## src/pwpcs_pkg.sv

```systemverilog
package pwpcs_pkg;

  // ****************************************************************
  // geometry
  // ****************************************************************
  localparam int unsigned CH_NUM  = 6;
  localparam int unsigned CODE_W  = 3;
  localparam int unsigned DIV_W   = 7;

  // ****************************************************************
  // register offsets on the plain register port
  // ****************************************************************
  localparam logic [7:0] OFS_RUN      = 8'h00;
  localparam logic [7:0] OFS_POL      = 8'h01;
  localparam logic [7:0] OFS_CLKSEL   = 8'h02;
  localparam logic [7:0] OFS_PRESCALE = 8'h03;
  localparam logic [7:0] OFS_JOIN     = 8'h05;
  localparam logic [7:0] OFS_LEVEL    = 8'h06;

  // ****************************************************************
  // field positions, masks and reset values
  // ****************************************************************
  localparam int unsigned PRE_A_LSB = 0;
  localparam int unsigned PRE_B_LSB = 4;
  localparam int unsigned JOIN_BIT  = 6;
  localparam logic [7:0] CH_MASK      = 8'h3F;
  localparam logic [7:0] PRE_MASK     = 8'h77;
  localparam logic [7:0] JOIN_MASK    = 8'h40;
  localparam logic [7:0] RST_RUN      = 8'h00;
  localparam logic [7:0] RST_POL      = 8'h00;
  localparam logic [7:0] RST_CLKSEL   = 8'h00;
  localparam logic [7:0] RST_PRESCALE = 8'h00;
  localparam logic [7:0] RST_JOIN     = 8'h00;
  localparam logic [5:0] B_CHANNELS   = 6'h0C;

  // ****************************************************************
  // types
  // ****************************************************************
  typedef enum logic [2:0] {
    ST_OFF  = 3'b001,
    ST_WAIT = 3'b010,
    ST_RUN  = 3'b100
  } pwpcs_chan_state_type;

  typedef struct packed {
    logic [7:0] addr;
    logic [7:0] wdata;
    logic       wr;
    logic       rd;
  } pwpcs_bus_req_type;

  typedef struct packed {
    logic [5:0] period_start;
    logic [5:0] duty_match;
    logic       scaled_a;
    logic       scaled_b;
  } pwpcs_evt_type;

  // ****************************************************************
  // functions
  // ****************************************************************
  // divide-by-2^code tick: counter low bits all ones under the mask
  function automatic logic div_tick(input logic [DIV_W-1:0] cnt,
                                    input logic [CODE_W-1:0] code);
    logic [DIV_W:0] mask;
    mask = (8'h01 << code) - 8'h01;
    return ((cnt & mask[DIV_W-1:0]) == mask[DIV_W-1:0]);
  endfunction

  // joined pair takes channel 5 control for channel 4
  function automatic logic [5:0] join_bits(input logic [5:0] bits,
                                           input logic       joined);
    logic [5:0] r;
    r = bits;
    if (joined) begin
      r[4] = bits[5];
    end
    return r;
  endfunction

endpackage

```

## src/pwpcs_prescaler.sv

```systemverilog
`timescale 1ns/1ps
module pwpcs_prescaler (
  input  wire logic                         clk_in,
  input  wire logic                         rst_b_in,
  input  wire logic                         clk_en_in,
  input  wire logic                         any_run_in,
  input  wire logic [pwpcs_pkg::CODE_W-1:0] first_divider_code_in,
  input  wire logic [pwpcs_pkg::CODE_W-1:0] second_divider_code_in,
  output logic                              tick_a_out,
  output logic                              tick_b_out
);

  typedef struct packed {
    logic [pwpcs_pkg::DIV_W-1:0] cnt;
  } pwpcs_pre_state_type;

  pwpcs_pre_state_type s_q;
  pwpcs_pre_state_type s_d;

  // free counter, held at zero while no channel runs to save power
  always_comb begin
    s_d = s_q;
    if (!any_run_in) begin
      s_d.cnt = '0;
    end else begin
      s_d.cnt = s_q.cnt + 7'h01;
    end
  end

  always_ff @(posedge clk_in or negedge rst_b_in) begin
    if (!rst_b_in) begin
      s_q <= '0;
    end else if (clk_en_in) begin
      s_q <= s_d;
    end
  end

  // clock a and clock b are independent powers of two of the bus clock
  assign tick_a_out = any_run_in &&
    pwpcs_pkg::div_tick(s_q.cnt, first_divider_code_in); // RULE10
  assign tick_b_out = any_run_in &&
    pwpcs_pkg::div_tick(s_q.cnt, second_divider_code_in); // RULE9

endmodule

```

## src/pwpcs_top.sv

```systemverilog
// Overview of operation
// RULE1 - a set start-level bit makes the output high at period start and low at duty match.
// RULE2 - a clear start-level bit makes the output low at period start and high at duty match.
// RULE3 - the polarity register holds six bits, bit n for channel n.
// RULE4 - polarity bits are readable and writable at any time and act at once.
// RULE5 - channels 0, 1, 4 and 5 run on clock A when their source bit is 0, on scaled clock A when 1.
// RULE6 - channels 2 and 3 run on clock B when their source bit is 0, on scaled clock B when 1.
// RULE7 - source bits are writable at any time, even while a waveform runs.
// RULE8 - the prescale register at offset 3 holds clock B code in bits 6..4, clock A code in 2..0, bits 7 and 3 read zero.
// RULE9 - clock B is the bus clock divided by two to the power of its code.
// RULE10 - clock A is the bus clock divided by two to the power of its own code.
// RULE11 - prescale codes are writable at any time while channels run.
// RULE12 - an enabled channel drives its waveform only from the next tick of its selected clock.
// RULE13 - with channels 4 and 5 joined, source and polarity come from the channel 5 bits.
// RULE14 - reset clears all polarity and source bits.
`timescale 1ns/1ps
module pwpcs_top (
  input  wire logic                         clk_in,
  input  wire logic                         rst_b_in,
  input  wire logic                         clk_en_in,
  input  wire pwpcs_pkg::pwpcs_bus_req_type bus_req_in,
  input  wire pwpcs_pkg::pwpcs_evt_type     evt_in,
  output logic [7:0]                        rd_data_out,
  output logic [5:0]                        pwm_out,
  output logic [5:0]                        chan_tick_out,
  output logic                              clk_a_tick_out,
  output logic                              clk_b_tick_out
);

  // ****************************************************************
  // state
  // ****************************************************************
  typedef struct packed {
    logic [7:0]                             run;
    logic [7:0]                             pol;
    logic [7:0]                             clksel;
    logic [7:0]                             prescale;
    logic [7:0]                             join_ctl;
    logic [7:0]                             rdata;
    logic [5:0]                             pwm;
    logic [5:0]                             phase;
    logic [5:0]                             chan_tick;
    logic                                   tick_a;
    logic                                   tick_b;
    pwpcs_pkg::pwpcs_chan_state_type [5:0]  st;
  } pwpcs_top_state_type;

  pwpcs_top_state_type s_q;
  pwpcs_top_state_type s_d;

  logic       rst_meta_q;
  logic       rst_sync_q;
  logic       tick_a;
  logic       tick_b;
  logic       joined;
  logic [5:0] run_eff;
  logic [5:0] pol_eff;
  logic [5:0] sel_eff;
  logic [5:0] base_tick;
  logic [5:0] scaled_tick;
  logic [5:0] src_tick;

  // ****************************************************************
  // reset release
  // ****************************************************************
  // asynchronous assert, two-flop release
  always_ff @(posedge clk_in or negedge rst_b_in) begin
    if (!rst_b_in) begin
      rst_meta_q <= 1'b0;
      rst_sync_q <= 1'b0;
    end else begin
      rst_meta_q <= 1'b1;
      rst_sync_q <= rst_meta_q;
    end
  end

  // ****************************************************************
  // prescaler
  // ****************************************************************
  pwpcs_prescaler u_prescaler (
    .clk_in                 (clk_in),
    .rst_b_in               (rst_sync_q),
    .clk_en_in              (clk_en_in),
    .any_run_in             (|run_eff),
    .first_divider_code_in  (s_q.prescale[pwpcs_pkg::PRE_A_LSB +: 3]),
    .second_divider_code_in (s_q.prescale[pwpcs_pkg::PRE_B_LSB +: 3]),
    .tick_a_out             (tick_a),
    .tick_b_out             (tick_b)
  );

  // ****************************************************************
  // effective per-channel controls
  // ****************************************************************
  // joined pair: channel 4 follows channel 5 bits, its own pin is off
  assign joined  = s_q.join_ctl[pwpcs_pkg::JOIN_BIT];
  assign pol_eff = pwpcs_pkg::join_bits(s_q.pol[5:0], joined); // RULE13
  assign sel_eff = pwpcs_pkg::join_bits(s_q.clksel[5:0], joined); // RULE13
  assign run_eff = s_q.run[5:0] & ~(joined ? 6'h10 : 6'h00);

  // clock a family for 0,1,4,5 and clock b family for 2,3
  always_comb begin
    for (int n = 0; n < pwpcs_pkg::CH_NUM; n++) begin
      if (pwpcs_pkg::B_CHANNELS[n]) begin
        base_tick[n]   = tick_b; // RULE6
        scaled_tick[n] = evt_in.scaled_b;
      end else begin
        base_tick[n]   = tick_a; // RULE5
        scaled_tick[n] = evt_in.scaled_a;
      end
      src_tick[n] = sel_eff[n] ? scaled_tick[n] : base_tick[n]; // RULE7
    end
  end

  // ****************************************************************
  // register port and channel logic
  // ****************************************************************
  always_comb begin
    s_d = s_q;
    // software writes land at once, even mid-period
    if (bus_req_in.wr) begin
      case (bus_req_in.addr)
        pwpcs_pkg::OFS_RUN: begin
          s_d.run = bus_req_in.wdata & pwpcs_pkg::CH_MASK;
        end
        pwpcs_pkg::OFS_POL: begin
          s_d.pol = bus_req_in.wdata & pwpcs_pkg::CH_MASK; // RULE3 RULE4
        end
        pwpcs_pkg::OFS_CLKSEL: begin
          s_d.clksel = bus_req_in.wdata & pwpcs_pkg::CH_MASK; // RULE7
        end
        pwpcs_pkg::OFS_PRESCALE: begin
          s_d.prescale = bus_req_in.wdata & pwpcs_pkg::PRE_MASK; // RULE8 RULE11
        end
        pwpcs_pkg::OFS_JOIN: begin
          s_d.join_ctl = bus_req_in.wdata & pwpcs_pkg::JOIN_MASK;
        end
        default: begin
          s_d.run = s_q.run;
        end
      endcase
    end
    // read data stands only in the cycle after the strobe
    s_d.rdata = 8'h00;
    if (bus_req_in.rd) begin
      case (bus_req_in.addr)
        pwpcs_pkg::OFS_RUN:      s_d.rdata = s_q.run;
        pwpcs_pkg::OFS_POL:      s_d.rdata = s_q.pol; // RULE4
        pwpcs_pkg::OFS_CLKSEL:   s_d.rdata = s_q.clksel;
        pwpcs_pkg::OFS_PRESCALE: s_d.rdata = s_q.prescale; // RULE8
        pwpcs_pkg::OFS_JOIN:     s_d.rdata = s_q.join_ctl;
        pwpcs_pkg::OFS_LEVEL:    s_d.rdata = {2'h0, s_q.pwm};
        default:                 s_d.rdata = 8'h00;
      endcase
    end
    // per-channel sequencing: off, wait for source tick, run
    for (int n = 0; n < pwpcs_pkg::CH_NUM; n++) begin
      case (s_q.st[n])
        pwpcs_pkg::ST_OFF: begin
          s_d.phase[n] = 1'b0;
          if (run_eff[n]) begin
            s_d.st[n] = pwpcs_pkg::ST_WAIT;
          end
        end
        pwpcs_pkg::ST_WAIT: begin
          if (!run_eff[n]) begin
            s_d.st[n] = pwpcs_pkg::ST_OFF;
          end else if (src_tick[n]) begin
            s_d.st[n]    = pwpcs_pkg::ST_RUN; // RULE12
            s_d.phase[n] = 1'b0;
          end
        end
        pwpcs_pkg::ST_RUN: begin
          if (!run_eff[n]) begin
            s_d.st[n] = pwpcs_pkg::ST_OFF;
          end else begin
            // duty match after period start in the same cycle
            if (evt_in.period_start[n]) begin
              s_d.phase[n] = 1'b0;
            end
            if (evt_in.duty_match[n]) begin
              s_d.phase[n] = 1'b1;
            end
          end
        end
        default: begin
          s_d.st[n] = pwpcs_pkg::ST_OFF;
        end
      endcase
      // start level is the polarity bit, flipped after duty match
      if (s_d.st[n] == pwpcs_pkg::ST_RUN) begin
        s_d.pwm[n] = pol_eff[n] ^ s_d.phase[n]; // RULE1 RULE2
      end else begin
        s_d.pwm[n] = 1'b0;
      end
    end
    s_d.chan_tick = src_tick;
    s_d.tick_a    = tick_a;
    s_d.tick_b    = tick_b;
  end

  // reset clears every control bit
  always_ff @(posedge clk_in or negedge rst_sync_q) begin
    if (!rst_sync_q) begin
      s_q          <= '0;
      s_q.run      <= pwpcs_pkg::RST_RUN;
      s_q.pol      <= pwpcs_pkg::RST_POL; // RULE14
      s_q.clksel   <= pwpcs_pkg::RST_CLKSEL; // RULE14
      s_q.prescale <= pwpcs_pkg::RST_PRESCALE;
      s_q.join_ctl <= pwpcs_pkg::RST_JOIN;
      for (int n = 0; n < pwpcs_pkg::CH_NUM; n++) begin
        s_q.st[n] <= pwpcs_pkg::ST_OFF;
      end
    end else if (clk_en_in) begin
      s_q <= s_d;
    end
  end

  // ****************************************************************
  // outputs
  // ****************************************************************
  assign rd_data_out    = s_q.rdata;
  assign pwm_out        = s_q.pwm;
  assign chan_tick_out  = s_q.chan_tick;
  assign clk_a_tick_out = s_q.tick_a;
  assign clk_b_tick_out = s_q.tick_b;

endmodule

```

## config.mk

```make
export PLATFORM = sky130hd
export DESIGN_NAME = pwpcs_top
export DESIGN_NICKNAME = d
export VERILOG_FILES = /design/src/pwpcs_pkg.sv /design/src/pwpcs_prescaler.sv /design/src/pwpcs_top.sv
export SDC_FILE = /design/constraint.sdc
export NUM_CORES = 1
export LEC_CHECK = 0
export ABC_AREA = 1
export BUFFER_PORTS_ARGS = -buffer_cell sky130_fd_sc_hd__buf_2
export CAP_MARGIN = 15
export CORE_ASPECT_RATIO = 1.5
export CORE_UTILIZATION = 53
export DETAILED_ROUTE_END_ITERATION = 7
export PLACE_DENSITY = 0.74
export SLEW_MARGIN = 10
export SYNTH_ARGS = -nofsm -noshare
export SYNTH_HDL_FRONTEND = slang
export SYNTH_HIERARCHICAL = 1
export SYNTH_SLANG_ARGS = --single-unit
```

## constraint.sdc

```tcl
create_clock -name clk_in -period 4.1 [get_ports clk_in]
set_clock_uncertainty 0.15 [all_clocks]
set_input_delay 0.82 -clock clk_in [delete_from_list [all_inputs] [get_ports clk_in]]
set_output_delay 0.82 -clock clk_in [all_outputs]
set_load 0.1 [all_outputs]
```

==> impl_metrics.env <==
export IMPL_dp_cells=803
export IMPL_finalHoldViolCount=0
export IMPL_clockRootBuffer="clkbuf_16"
export IMPL_end_kind="register"
export IMPL_outcome="completed"
export IMPL_synth_seq_area_share_pct=41.7
export IMPL_worstPathArrival_ns=2.81
export IMPL_initial_core_util_pct=54.2
export IMPL_fin_cells=819
export IMPL_yosys_cell_types_count=34
export IMPL_drive_gt1_share_pct=14.2
export IMPL_final_area_sq_um=5200
export IMPL_clock_latency_ns=0.34
export IMPL_io_pins=57
export IMPL_yosys_area_top_type_share_pct=38.4
export IMPL_cts_buffer_depth=2
export IMPL_drt_pass1_iter_count=5
export IMPL_grt_pass1_vias=4285
export IMPL_syn_cell_area_sq_um=4750
export IMPL_p_int_w=0.00134
export IMPL_critPathSlowestCell="dfrtp_1"
export IMPL_overflow=0
export IMPL_clk_pin_slew_ns=0.06
export IMPL_power_switching_share_pct=29.1
export IMPL_maxCapViolCount=0
export IMPL_n_antenna_cell=0
export IMPL_startpoint="s_q[81]$_DFFE_PN0P_"
export IMPL_dieArea_sq_um=9360
export IMPL_cts_made_buffers=9
export IMPL_num_rows=42
export IMPL_clkPwrFrac_pct=39.5
export IMPL_cts_resized=0
export IMPL_seqCellArea_sq_um=1990
export IMPL_ys_ff_latch=79
export IMPL_hold_ws_ns=0.102
export IMPL_cpMostUsedCell="nand2_1"
export IMPL_leakagePower_nw=2.65
export IMPL_irDropWorstVdd_uv=308
export IMPL_r2r_start="s_q[81]$_DFFE_PN0P_"
export IMPL_drt_iter0_drc=334
export IMPL_max_freq_mhz=372
export IMPL_dp_hpwl_microns=7920
export IMPL_start_kind="register"
export IMPL_wl_microns=11200
export IMPL_holdBufCountCts=0
export IMPL_drv_slew=0
export IMPL_grt_use_total_pct=26.4
export IMPL_avgRoutedWirePerCell_microns=13.6
export IMPL_min_path_type="in2async"
export IMPL_yosysTopAreaCell="dfrtp_1"
export IMPL_synth_area_leaders="dfrtp_1, nand2_1, nand3_1, inv_1, buf_4"
export IMPL_rsz0062_at_grt="no"
export IMPL_antenna_found_initial=0
export IMPL_finish_utilization_pct=59.3
export IMPL_period_needed_ns=2.69
export IMPL_ys_warn_count=6
export IMPL_cts_tree="done"
export IMPL_place_congestion=0.846
export IMPL_multiInputGateArea_sq_um=2160
export IMPL_powerDensity_nw_per_um2=363
export IMPL_final_period_utilization_pct=65.6
export IMPL_syn_to_final_growth_pct=9.50
export IMPL_final_net_count=740
export IMPL_switchingPower_w=0.000550
export IMPL_crit_fanout=10
export IMPL_power_frac_comb_pct=14.5
export IMPL_numPortBuffers=54
export IMPL_fillCellCount=833
export IMPL_critPathKind="reg2reg"
export IMPL_cp_cell_sequence="inv_1 > nand4_1 > inv_1 > a21oi_1 > nand2_1 > a21oi_1 > nand2_1 > nand2_1 > inv_1 > nand2_1 > nand2_1 > nor3_1 > nand3_1 > nand2_1"
export IMPL_critical_path_max_stage_delay_ns=0.53
export IMPL_core_area_sq_um=8780
export IMPL_placed_area_sq_um=4930
export IMPL_syn_num_nets=713
export IMPL_drtAntennaViolNets=0
export IMPL_fp_dieW_microns=79.3
export IMPL_drc=0
export IMPL_max_slew_margin_pct=34.8
export IMPL_crit_required_ns=4.22
export IMPL_setup_tns_ns=0
export IMPL_vias_per_cell=5.40
export IMPL_netlist_instances=677
export IMPL_seqPwrFrac_pct=46.0
export IMPL_path_buf_inv=3
export IMPL_worst_path_dominant_cell_family="simple AND/OR/NAND/NOR gates"
export IMPL_vias=4419
export IMPL_tightest_slew_ns=0.978
export IMPL_grt_max_degree=78
export IMPL_cts_htree_levels=3
export IMPL_cts_sinks=79
export IMPL_die_h_microns=118
export IMPL_setup_violations_final=0
export IMPL_grt_pass1_wl_microns=19400
export IMPL_cts_setup_buffers=0
export IMPL_syn_avg_cell_area_sq_um=7.02
## cell usage in the layout (no fill, tap or decap), drive strengths merged
cell	n
a21oi	13
a31oi	5
and3	3
buf	56
clkbuf	16
clkinv	1
conb	2
dfrtp	73
dfstp	6
ha	1
inv	95
mux2i	1
nand2	203
nand3	100
nand3b	6
nand4	18
nor2	33
nor3	9
o21ai	57
o21bai	7
or2	4
## Yosys cell counts (all sizes together)
| cell | count |
|---|---|
| nand3 | 100 |
| conb | 2 |
| clkinv | 1 |
| clkbuf | 9 |
| o21ai | 57 |
| o21bai | 7 |
| mux2i | 1 |
| a31oi | 5 |
| dfrtp | 73 |
| and3 | 3 |
| ha | 1 |
| dfstp | 6 |
| nand3b | 6 |
| or2 | 4 |
| a21oi | 13 |
| nor2 | 33 |
| buf | 31 |
| inv | 95 |
| nor3 | 9 |
| nand2 | 203 |
| nand4 | 18 |
## power by group through the flow
stage	logic, W	clock network (W)	registers (W)
after global placement	0.000264	0	0.000881
after CTS	0.000273	0.000757	0.000869
final	0.000273	0.000746	0.000868
after floorplan	0.000207	0	0.000885
after global routing	0.000301	0.000787	0.000876
after detailed placement	0.000271	0	0.000883
## through the flow
step | power, W | setup WS (ns)
after global routing | 0.00196 | 1.11
final | 0.00189 | 1.41
after floorplan | 0.00109 | 1.60
after detailed placement | 0.00115 | 1.45
after global placement | 0.00114 | 1.48
after CTS | 0.00190 | 1.43
## area by class of cell
| cell class | instances | area share [%] |
|---|---|---|
| multi-input cells | 462 | 41.5 |
| flip-flops and latches | 79 | 38.2 |
| inverters | 96 | 6.92 |
| repair buffers | 56 | 5.48 |
| clock buffers | 16 | 5.22 |
| well taps | 110 | 2.64 |
## state kept, by name, summed over array words and instances, names as in the netlist, 5 cells and up
signal,flops
pwm_out,6
u_prescaler/s_q,7
s_q,43
chan_tick_out,6
pol_eff,5
rd_data_out,7
## worst reg2reg max path, cell delays in order (launching register included)
cell and delay [ns]:
dfrtp_1 0.53, inv_1 0.15, nand4_1 0.22, inv_1 0.08, a21oi_1 0.13, nand2_1 0.06, a21oi_1 0.45, nand2_1 0.15
nand2_1 0.11, inv_1 0.05, nand2_1 0.05, nand2_1 0.06, nor3_1 0.26, nand3_1 0.11, nand2_1 0.06
## layer usage
| layer | global-route usage [%] | vias to the layer above | part of all wire, % |
|---|---|---|---|
| met2 | 44.1 | 148 | 50 |
| met4 | 11.6 | 0 | 2.7 |
| met5 | 0 | - | 0 |
| li1 | - | 2216 | - |
| met3 | 4.57 | 25 | 5.5 |
| met1 | 32.8 | 2030 | 42 |
## cell families after synthesis
| family | share of synthesized area (%) |
|---|---|
| AOI/OAI and AO/OA | 9.37 |
| adders and majority gates | 0.263 |
| buffers and inverters | 12.8 |
| DFF | 41.7 |
| muxes | 0.211 |
| other | 0.158 |
| and+or+nand+nor | 35.5 |
## worst paths after layout
check	slack, ns	cells after the start	end
worst max-delay path	1.41	14	pwm_out[1]$_DFFE_PN0P_
worst min-delay path	0.10	1	rst_sync_q$_DFF_PN0_
worst max register to register	1.41	14	pwm_out[1]$_DFFE_PN0P_
worst min register to register	0.20	0	rst_sync_q$_DFF_PN0_
max in group asynchronous	2.83	0	s_q[17]$_DFFE_PN0P_
min in group clk_in	0.20	0	rst_sync_q$_DFF_PN0_
Power figures use the tool's default switching activity.
